**src/rtl/mac_cfg_regs.vh**
```
// Offsets, fields, reset values and timing
//
// Summary of operation
// - TX size-limit enable selects programmed maximum
// - Deficit idle bit chooses shortened or aligned gaps
// - Deficit idle reads cleared when overridden
// - WAN bit stretches gaps to OC-192 rate
// - Gap adjust uses client delay, not in WAN
// - TX preamble preserve sends client preamble
// - TX flow control gates pause requests
// - TX jumbo bit lifts legal maximum length
// - TX in-band FCS: client supplies FCS
// - TX VLAN bit raises default maximum to 1522
// - TX enable and reset bits control transmitter
// - Enabled priority pause frames hold priority outputs
// - RX PFC enable acts and flags frames bad
// - RX pause address matched on control frames
// - First wire byte sits in low address byte
// - RX size-limit enable selects 15-bit maximum
// - Fault inhibit disables RS fault signalling
// - Control frame length check disable
// - Length/type error check disable
// - RX preamble preserve keeps received preamble
// - Changes other than reset, flow control, pause and PFC fields apply after current frame completes
// - 15-bit TX maximum used when limit enabled
// - RX enable and reset bits control receiver
// - RX flow control enable inhibits transmitter
`ifndef MAC_CFG_REGS_VH
`define MAC_CFG_REGS_VH

`define ADDR_TX_CFG       8'h00
`define ADDR_TX_PAUSE_LO  8'h04
`define ADDR_TX_PAUSE_HI  8'h08
`define ADDR_RX_CFG       8'h0C
`define ADDR_RX_PAUSE_LO  8'h10
`define ADDR_RX_PAUSE_HI  8'h14
`define ADDR_RX_PFC       8'h18
`define ADDR_STATUS       8'h1C

`define CFG_WRITE_MASK    32'h7FFF47BF
`define PFC_WRITE_MASK    32'h0000FF01
`define PAUSE_HI_MASK     32'h0000FFFF

`define BIT_RESET         0
`define BIT_ENABLE        1
`define BIT_VLAN          2
`define BIT_INBAND_FCS    3
`define BIT_JUMBO         4
`define BIT_FLOW_CTRL     5
`define BIT_PREAMBLE      7
`define BIT_GAP_ADJUST    8
`define BIT_WAN_MODE      9
`define BIT_DEFICIT_IDLE  10
`define BIT_FAULT_INHIBIT 10
`define BIT_CTRL_LEN_DIS  9
`define BIT_LENTYPE_DIS   8
`define BIT_LIMIT_ENABLE  14
`define BIT_PFC_ENABLE    80
`define BIT_PFC_PRIO0     88

`define CFG_RESET_VALUE   32'h00000000
`define PAUSE_RESET_VALUE 48'h000000000000

`define RESP_OKAY         2'h0
`define RESP_SLVERR       2'h2

`define RS_PASS_DATA      2'h0
`define RS_SEND_REMOTE    2'h1
`define RS_SEND_IDLE      2'h2

// One pause quantum is 512 bit times at 10 Gb/s
`define QUANTUM_PS        51200
`define CLOCK_PERIOD_PS   10000
`define QUANTUM_CYCLES    ((`QUANTUM_PS + `CLOCK_PERIOD_PS - 1) / `CLOCK_PERIOD_PS)

`endif

```
**src/rtl/mac_config_vector_control.v**
```verilog
// AXI4-Lite register front end driving the MAC configuration vectors
//
// The AXI4-Lite register port and the placing of the registers are this design's own decisions.
`default_nettype none
`include "mac_cfg_regs.vh"

module mac_config_vector_control #(
    parameter PRIORITIES = 8,
    parameter QUANTA_W   = 16
) (
    input  wire                         sys_clk,
    input  wire                         nrst,
    input  wire [7:0]                   s_axi_awaddr,
    input  wire                         s_axi_awvalid,
    output reg                          s_axi_awready,
    input  wire [31:0]                  s_axi_wdata,
    input  wire [3:0]                   s_axi_wstrb,
    input  wire                         s_axi_wvalid,
    output reg                          s_axi_wready,
    output reg  [1:0]                   s_axi_bresp,
    output reg                          s_axi_bvalid,
    input  wire                         s_axi_bready,
    input  wire [7:0]                   s_axi_araddr,
    input  wire                         s_axi_arvalid,
    output reg                          s_axi_arready,
    output reg  [31:0]                  s_axi_rdata,
    output reg  [1:0]                   s_axi_rresp,
    output reg                          s_axi_rvalid,
    input  wire                         s_axi_rready,
    input  wire                         txFrameActive,
    input  wire                         rxFrameActive,
    input  wire                         localFault,
    input  wire                         remoteFault,
    input  wire                         linkInterrupt,
    input  wire                         rxPfcValid,
    input  wire                         rxPfcGood,
    input  wire [PRIORITIES-1:0]        rxPfcClassEnable,
    input  wire [PRIORITIES*QUANTA_W-1:0] rxPfcQuanta,
    output reg  [79:0]                  mac_tx_configuration_vector,
    output reg  [95:0]                  mac_rx_configuration_vector,
    output reg  [PRIORITIES-1:0]        rxPriorityHoldOutput,
    output reg                          rxPfcMarkBad,
    output reg  [1:0]                   rsTxSelect,
    output reg                          txResetOut,
    output reg                          rxResetOut
);

    localparam integer CYC_LAST = `QUANTUM_CYCLES - 1;

    // Byte-lane merge of a write
    function [31:0] mergeBytes;
        input [31:0] oldWord;
        input [31:0] newWord;
        input [3:0]  strobe;
        input [31:0] mask;
        integer k;
        begin
            mergeBytes = oldWord;
            for (k = 0; k < 4; k = k + 1) begin
                if (strobe[k]) begin
                    mergeBytes[k*8 +: 8] = newWord[k*8 +: 8];
                end
            end
            mergeBytes = mergeBytes & mask;
        end
    endfunction

    function isMapped;
        input [7:0] addr;
        begin
            case (addr)
                `ADDR_TX_CFG, `ADDR_TX_PAUSE_LO, `ADDR_TX_PAUSE_HI,
                `ADDR_RX_CFG, `ADDR_RX_PAUSE_LO, `ADDR_RX_PAUSE_HI,
                `ADDR_RX_PFC, `ADDR_STATUS: isMapped = 1'b1;
                default: isMapped = 1'b0;
            endcase
        end
    endfunction

    // Gap-related overrides on a transmit config word
    function [31:0] effectiveTx;
        input [31:0] cfg;
        reg          gapAdj;
        begin
            effectiveTx = cfg;
            gapAdj = cfg[`BIT_GAP_ADJUST] & ~cfg[`BIT_WAN_MODE];
            effectiveTx[`BIT_GAP_ADJUST] = gapAdj;
            if ((~cfg[`BIT_WAN_MODE] & cfg[`BIT_INBAND_FCS]) | gapAdj) begin
                effectiveTx[`BIT_DEFICIT_IDLE] = 1'b0;
            end
        end
    endfunction

    reg  [1:0]  rstPipe;
    wire        rstN;

    always @(posedge sys_clk or negedge nrst) begin
        if (!nrst) begin
            rstPipe <= 2'h0;
        end else begin
            rstPipe <= {rstPipe[0], 1'b1};
        end
    end
    assign rstN = rstPipe[1];

    // Software-facing shadow copies
    reg  [31:0] txCfg;
    reg  [47:0] txPause;
    reg  [31:0] rxCfg;
    reg  [47:0] rxPause;
    reg  [15:0] rxPfc;

    reg         awHeld;
    reg  [7:0]  awAddr;
    reg         wHeld;
    reg  [31:0] wData;
    reg  [3:0]  wStrb;
    wire        doWrite;
    wire [31:0] txCfgEff;
    reg  [31:0] next_rdata;

    function [15:0] mergeLow;
        input [15:0] oldHalf;
        input [31:0] mask;
        reg   [31:0] merged;
        begin
            merged   = mergeBytes({16'h0000, oldHalf}, wData, wStrb, mask);
            mergeLow = merged[15:0];
        end
    endfunction

    assign doWrite  = awHeld & wHeld & ~s_axi_bvalid;
    assign txCfgEff = effectiveTx(txCfg);

    always @(posedge sys_clk or negedge rstN) begin
        if (!rstN) begin
            s_axi_awready <= 1'b0;
            s_axi_wready  <= 1'b0;
            s_axi_bvalid  <= 1'b0;
            s_axi_bresp   <= `RESP_OKAY;
            awHeld        <= 1'b0;
            awAddr        <= 8'h00;
            wHeld         <= 1'b0;
            wData         <= 32'h00000000;
            wStrb         <= 4'h0;
            txCfg         <= `CFG_RESET_VALUE;
            txPause       <= `PAUSE_RESET_VALUE;
            rxCfg         <= `CFG_RESET_VALUE;
            rxPause       <= `PAUSE_RESET_VALUE;
            rxPfc         <= 16'h0000;
        end else begin
            s_axi_awready <= ~awHeld & ~s_axi_awready & s_axi_awvalid;
            s_axi_wready  <= ~wHeld & ~s_axi_wready & s_axi_wvalid;
            if (s_axi_awvalid & s_axi_awready) begin
                awHeld <= 1'b1;
                awAddr <= {s_axi_awaddr[7:2], 2'h0};
            end
            if (s_axi_wvalid & s_axi_wready) begin
                wHeld <= 1'b1;
                wData <= s_axi_wdata;
                wStrb <= s_axi_wstrb;
            end
            if (s_axi_bvalid & s_axi_bready) begin
                s_axi_bvalid <= 1'b0;
            end
            if (doWrite) begin
                awHeld       <= 1'b0;
                wHeld        <= 1'b0;
                s_axi_bvalid <= 1'b1;
                s_axi_bresp  <= isMapped(awAddr) ? `RESP_OKAY : `RESP_SLVERR;
                // Reserved bits masked to zero
                case (awAddr)
                    `ADDR_TX_CFG: begin
                        txCfg <= mergeBytes(txCfg, wData, wStrb,
                                            `CFG_WRITE_MASK);
                    end
                    `ADDR_TX_PAUSE_LO: begin
                        txPause[31:0] <= mergeBytes(txPause[31:0], wData,
                                                    wStrb, 32'hFFFFFFFF);
                    end
                    `ADDR_TX_PAUSE_HI: begin
                        txPause[47:32] <= mergeLow(txPause[47:32],
                                                   `PAUSE_HI_MASK);
                    end
                    `ADDR_RX_CFG: begin
                        rxCfg <= mergeBytes(rxCfg, wData, wStrb,
                                            `CFG_WRITE_MASK);
                    end
                    `ADDR_RX_PAUSE_LO: begin
                        rxPause[31:0] <= mergeBytes(rxPause[31:0], wData,
                                                    wStrb, 32'hFFFFFFFF);
                    end
                    `ADDR_RX_PAUSE_HI: begin
                        rxPause[47:32] <= mergeLow(rxPause[47:32],
                                                   `PAUSE_HI_MASK);
                    end
                    `ADDR_RX_PFC: begin
                        rxPfc <= mergeLow(rxPfc, `PFC_WRITE_MASK);
                    end
                    default: ;
                endcase
            end
        end
    end

    // Read path, one word per request
    always @* begin
        case (s_axi_araddr[7:2])
            `ADDR_TX_CFG >> 2:      next_rdata = txCfgEff;
            `ADDR_TX_PAUSE_LO >> 2: next_rdata = txPause[31:0];
            `ADDR_TX_PAUSE_HI >> 2: next_rdata = {16'h0000, txPause[47:32]};
            `ADDR_RX_CFG >> 2:      next_rdata = rxCfg;
            `ADDR_RX_PAUSE_LO >> 2: next_rdata = rxPause[31:0];
            `ADDR_RX_PAUSE_HI >> 2: next_rdata = {16'h0000, rxPause[47:32]};
            `ADDR_RX_PFC >> 2:      next_rdata = {16'h0000, rxPfc};
            `ADDR_STATUS >> 2: begin
                next_rdata = {16'h0000, rxPriorityHoldOutput, 5'h00,
                              linkInterrupt, remoteFault, localFault};
            end
            default:                next_rdata = 32'h00000000;
        endcase
    end

    always @(posedge sys_clk or negedge rstN) begin
        if (!rstN) begin
            s_axi_arready <= 1'b0;
            s_axi_rvalid  <= 1'b0;
            s_axi_rdata   <= 32'h00000000;
            s_axi_rresp   <= `RESP_OKAY;
        end else begin
            s_axi_arready <= ~s_axi_arready & ~s_axi_rvalid & s_axi_arvalid;
            if (s_axi_arvalid & s_axi_arready) begin
                s_axi_rvalid <= 1'b1;
                s_axi_rdata  <= next_rdata;
                s_axi_rresp  <= isMapped({s_axi_araddr[7:2], 2'h0}) ?
                                `RESP_OKAY : `RESP_SLVERR;
            end else if (s_axi_rvalid & s_axi_rready) begin
                s_axi_rvalid <= 1'b0;
            end
        end
    end

    // Vectors toward the MAC core
    always @(posedge sys_clk or negedge rstN) begin
        if (!rstN) begin
            mac_tx_configuration_vector <= 80'h0;
            mac_rx_configuration_vector <= 96'h0;
            txResetOut                  <= 1'b1;
            rxResetOut                  <= 1'b1;
        end else begin
            // Reset and flow control fields pass at once
            mac_tx_configuration_vector[`BIT_RESET] <= txCfg[`BIT_RESET];
            mac_tx_configuration_vector[`BIT_FLOW_CTRL] <=
                txCfg[`BIT_FLOW_CTRL];
            mac_rx_configuration_vector[`BIT_RESET] <= rxCfg[`BIT_RESET];
            mac_rx_configuration_vector[`BIT_FLOW_CTRL] <=
                rxCfg[`BIT_FLOW_CTRL];
            mac_rx_configuration_vector[95:80] <= rxPfc;
            mac_rx_configuration_vector[79:32] <= rxPause;
            mac_tx_configuration_vector[79:32] <= txPause;
            txResetOut <= txCfg[`BIT_RESET];
            rxResetOut <= rxCfg[`BIT_RESET];
            if (!txFrameActive) begin
                // Remaining fields wait for the frame boundary
                mac_tx_configuration_vector[31:6] <= txCfgEff[31:6];
                mac_tx_configuration_vector[4:1]  <= txCfgEff[4:1];
            end
            if (!rxFrameActive) begin
                mac_rx_configuration_vector[31:6] <= rxCfg[31:6];
                mac_rx_configuration_vector[4:1]  <= rxCfg[4:1];
            end
        end
    end

    // Reconciliation sublayer fault response
    always @(posedge sys_clk or negedge rstN) begin
        if (!rstN) begin
            rsTxSelect <= `RS_PASS_DATA;
        end else if (mac_rx_configuration_vector[`BIT_FAULT_INHIBIT]) begin
            rsTxSelect <= `RS_PASS_DATA;
        end else if (localFault | linkInterrupt) begin
            rsTxSelect <= `RS_SEND_REMOTE;
        end else if (remoteFault) begin
            rsTxSelect <= `RS_SEND_IDLE;
        end else begin
            rsTxSelect <= `RS_PASS_DATA;
        end
    end

    // PFC frames flagged bad while enabled
    always @(posedge sys_clk or negedge rstN) begin
        if (!rstN) begin
            rxPfcMarkBad <= 1'b0;
        end else begin
            rxPfcMarkBad <= rxPfcValid &
                mac_rx_configuration_vector[`BIT_PFC_ENABLE];
        end
    end

    // Per-priority pause timers
    genvar p;
    generate
        for (p = 0; p < PRIORITIES; p = p + 1) begin : prio
            reg  [QUANTA_W-1:0] quantaLeft;
            reg  [2:0]          subCount;
            reg  [QUANTA_W-1:0] next_quantaLeft;
            reg  [2:0]          next_subCount;
            wire                load;

            assign load = rxPfcValid & rxPfcGood & rxPfcClassEnable[p] &
                mac_rx_configuration_vector[`BIT_PFC_ENABLE] &
                mac_rx_configuration_vector[`BIT_PFC_PRIO0 + p];

            always @* begin
                next_quantaLeft = quantaLeft;
                next_subCount   = subCount;
                if (load) begin
                    // Zero quanta cancels, nonzero refreshes
                    next_quantaLeft = rxPfcQuanta[p*QUANTA_W +: QUANTA_W];
                    next_subCount   = 3'h0;
                end else if (quantaLeft != {QUANTA_W{1'b0}}) begin
                    if (subCount == CYC_LAST) begin
                        next_subCount   = 3'h0;
                        next_quantaLeft = quantaLeft - 1'b1;
                    end else begin
                        next_subCount = subCount + 3'h1;
                    end
                end
            end

            always @(posedge sys_clk or negedge rstN) begin
                if (!rstN) begin
                    quantaLeft              <= {QUANTA_W{1'b0}};
                    subCount                <= 3'h0;
                    rxPriorityHoldOutput[p] <= 1'b0;
                end else begin
                    quantaLeft <= next_quantaLeft;
                    subCount   <= next_subCount;
                    rxPriorityHoldOutput[p] <=
                        next_quantaLeft != {QUANTA_W{1'b0}};
                end
            end
        end
    endgenerate

endmodule // mac_config_vector_control
`default_nettype wire
```
**config.mk**
```make
export PLATFORM = sky130hd
export DESIGN_NAME = mac_config_vector_control
export DESIGN_NICKNAME = d
export VERILOG_FILES = /design/src/rtl/mac_config_vector_control.v
export VERILOG_INCLUDE_DIRS = /design/src /design/src/rtl
export SDC_FILE = /design/constraint.sdc
export NUM_CORES = 1
export LEC_CHECK = 0
export ABC_CLOCK_PERIOD_IN_PS = 28000
export BUFFER_PORTS_ARGS = -buffer_cell sky130_fd_sc_hd__buf_4
export CAP_MARGIN = 25
export CELL_PAD_IN_SITES_DETAIL_PLACEMENT = 1
export CELL_PAD_IN_SITES_GLOBAL_PLACEMENT = 1
export CORE_UTILIZATION = 48
export CTS_CLUSTER_SIZE = 40
export DETAILED_ROUTE_END_ITERATION = 8
export HOLD_SLACK_MARGIN = 0.15
export PLACE_DENSITY = 0.85
export SLEW_MARGIN = 20
export SYNTH_ARGS = -nofsm -noshare
export SYNTH_HDL_FRONTEND = slang
export SYNTH_SLANG_ARGS = --single-unit
```
**constraint.sdc**
```tcl
create_clock -name sys_clk -period 28 [get_ports sys_clk]
set_input_delay 2.8 -clock sys_clk [delete_from_list [all_inputs] [get_ports sys_clk]]
set_output_delay 2.8 -clock sys_clk [all_outputs]
set_load 0.02 [all_outputs]
```
==> results by group <==
Global routing
  • Vias in the first global route: 20520
  • Grt total ovfl: 0
  • Total GRT Usage: 31.7%
  • Initial antenna violation count: 7
  • First-pass GRT wire length: 124000 µm
  • Maximum number of pins on one net before global-route repair: 172

Critical path
  • Buf/Inv on CP: 2
  • CP max stage delay: 0.58 ns
  • Crit-path max FO: 17
  • Slowest-stage cell, CP: nand3_1
  • Critical path required time: 28.49 ns
  • CP endpoint kind: register
  • Crit path cell chain: buf_4 > and3_1 > buf_4 > nand3_1 > or3_1 > a2111o_1 > nor4_1 > nand4b_1
  • Critical path startpoint category: input port
  • Worst path top cell family by delay: simple AND/OR/NAND/NOR gates
  • Most common cell on crit path: buf_4
  • Critical Path AT: 5.42 ns
  • Reg2Reg Setup Slack: 24.66 ns
  • Critical path class: in -> reg

Synth
  • Post-synth ARST share: 100%
  • Mapped cell area: 24400 µm²
  • Flops & latches, synth: 564
  • Adder-Cell Fraction of Synth Area: 0.821%
  • Number of flops mapped to enable cells by yosys: 0
  • Synthesized area per cell: 11.9 µm²
  • Post-synthesis instance total: 2045
  • Distinct cells, synth: 72
  • Synth Area in Simple Gates: 14.2%
  • Largest family of logic cells by synthesized area: simple AND/OR/NAND/NOR gates
  • Synth Flop Type: dfrtp_1
  • Compound-Gate Fraction of Synth Area: 8.18%
  • XOR/XNOR share of the synthesized area: 2.91%
  • Post-synthesis sequential area ratio: 57.9%
  • Mux cell area share after synthesis: 13.5%
  • Yosys warning total: 0

STA
  • Hold Vio Cnt, Final: 0
  • Post-route minimum period: 4.93 ns
  • Setup violators final: 0
  • Final Cycle Share: 17.6%
  • Worst slew pin tran: 1.04 ns
  • Slew Viols, Final: 0
  • Slew headroom: 30.4%
  • Clock skew: 0.0271 ns
  • Sum Neg Setup Slack: 0 ns
  • FMAX: 0.203 GHz
  • Unrepaired setup endpoints after global routing: false

Layout
  • FF/Latch Area: 14100 µm²
  • Final core utilization: 60.1%
  • Layout cells sized above 1: 32.8%
  • Multi-input logic area: 9780 µm²
  • Final net count: 2668
  • Commonest non-fill, non-tap cell in the layout: dfrtp_1
  • Most frequent cells in the layout: dfrtp_1 (561), buf_4 (417), mux2_2 (250), nand2_1 (170), nor2_1 (118)
  • P&R area growth vs syn: 23.7%
  • # fillers: 5079

Pwr
  • Leak pwr: 13.7 nW
  • Max VDD drop: 0.0566 mV
  • PD cells: 80.5 nW/µm²

Floorplan
  • Row count: 82
  • Core region area: 50200 µm²
  • Chip Width: 227 µm
  • Die Span Y: 227 µm
  • Starting Density: 48.6%
  • IO Pins: 432
  • Die area: 51700 µm²

CTS
  • # hold bufs at CTS: 0
  • CTS tree: yes
  • Clock transition at path regs: 0.06 ns
  • Clk sinks: 564
  • Setup bufs post-CTS: 0
  • H-tree level count: 2
  • Root buffer cell: clkbuf_16
  • Clock Latency Late Sink: 0.65 ns
  • # resized after CTS: 0
  • Worst-case clock buffer depth: 3
  • CTS buffer count: 59

Job
  • Max Cap Viol: 0

Drt
  • Routed Antenna Nets: 0
  • Vias per cell: 5.95
  • Iter 0 DRT Violations: 1192
  • Drt first pass iters: 5
  • Via Count: 18885
  • Detailed Route WL: 81700 µm
  • Remaining DRCs: 0
  • Post-detailed-route wirelength per cell: 25.7 µm

Placed design
  • Port Buffers: 406
  • HPWL Detailed: 53900 µm
  • Placer Congestion: 0.896

Status
  • Status: complete, no violations

Min path
  • Hold crit path type: reg -> async
metrics by stage:
| step | cell area (µm²) | setup slack [ns] | total power [mW] | hold slack [ns] | instances |
|---|---|---|---|---|---|
| after detailed placement | 28000 | 22.44 | 1.58 | 0.361 | 3058 |
| after global routing | 30200 | 22.90 | 2.52 | 0.251 | 3176 |
| after CTS | 30100 | 23.12 | 2.44 | 0.376 | 3166 |
| final | 30200 | 23.07 | 2.43 | 0.228 | 3176 |
| after global placement | 28000 | 22.49 | 1.54 | 0.339 | 3058 |
| after floorplan | 24500 | 11.12 | 1.34 | 0.331 | 2065 |
state kept, by name, summed over array words and instances (netlist names), 2 cells and up:
register / flops
awAddr: 6
mac_rx_configuration_vector: 83
mac_tx_configuration_vector: 74
prio.quantaLeft: 128
prio.subCount: 24
rsTxSelect: 2
rstPipe: 2
rxCfg: 26
rxPause: 48
rxPfc: 9
rxPriorityHoldOutput: 8
s_axi_rdata: 32
txCfg: 26
txPause: 48
wData: 32
wStrb: 4
synthesized netlist by cell type (6+ instances only):
cell type  instances  area share [%]
a21oi_1           68             1.4
nand2b_1          13            0.33
xnor2_1           61             2.2
o22ai_1            7            0.18
o211ai_1          13            0.40
a22o_1            22            0.79
nor3_1            56             1.1
o31ai_1            8            0.25
or2_2              7            0.18
ha_1              16            0.82
nand2_1          172             2.6
a21o_1             9            0.28
xor2_1            20            0.72
mux2i_1           12            0.49
a211oi_1          11            0.34
nor2_1           118             1.8
mux2_2           250              12
or3_1             26            0.67
nor3b_1           14            0.43
nor4_1            65             1.7
nand4b_1           6            0.22
nand3_1           45            0.92
and3b_1            8            0.29
clkbuf_1          71             1.1
buf_4             23            0.71
o21ai_0          110             2.3
a221oi_1          16            0.57
nand4_1           22            0.56
or4_1             26            0.80
nor4b_1           14            0.50
and3_1            13            0.33
dfrtp_1          562              58
nand3b_1          12            0.37
mux4_2            16             1.5
a31oi_1           19            0.49
inv_1             34            0.52
and2_1            12            0.31
logic make-up after synthesis:
family / after synthesis
buffers and inverters: 133
xor gates and xnor gates: 81
adders and majority gates: 16
DFF: 564
other: 2
muxes: 278
and+or+nand+nor: 654
AOI/OAI and AO/OA: 317
report_power, final:
part	leakage (nW)	internal, mW	switching, mW
registers	7.17	0.980	0.170
clock network	1.01	0.487	0.349
logic	5.57	0.212	0.230
cell type report:
class / instances / area share (%)
timing repair buffer: 423 / 10.7
antenna: 7 / 0.0581
inverter: 34 / 0.423
multi-input combinational: 1368 / 32.4
clock buffer: 87 / 5.77
clock inverter: 21 / 1.00
sequential: 564 / 46.8
tap: 672 / 2.79
path summary, 6_finish.rpt:
| check | start | to | cells past startpoint |
|---|---|---|---|
| max reg2reg | rstPipe[1]$_DFF_PN0_ | mac_rx_configuration_vector[0]$_DFF_PN0_ | 5 |
| min reg2reg | rstPipe[1]$_DFF_PN0_ | prio[6].quantaLeft[13]$_DFF_PN0_ | 0 |
| min in group sys_clk | rstPipe[0]$_DFF_PN0_ | rstPipe[1]$_DFF_PN0_ | 0 |
| max in group asynchronous | rstPipe[1]$_DFF_PN0_ | mac_rx_configuration_vector[0]$_DFF_PN0_ | 5 |
| min | rstPipe[1]$_DFF_PN0_ | prio[6].quantaLeft[13]$_DFF_PN0_ | 0 |
| max | rxPfcValid | rxPriorityHoldOutput[4]$_DFF_PN0_ | 8 |
routing by layer:
metal  GRT usage, %  vias to the layer above  share of wire [%]
li1               -                     8235                  -
met1           38.1                     9723                 38
met2           53.1                      679                 50
met3           6.65                      248                6.3
met4           17.6                        0                5.5
met5              0                        -                  0
Power figures use the tool's default switching activity.
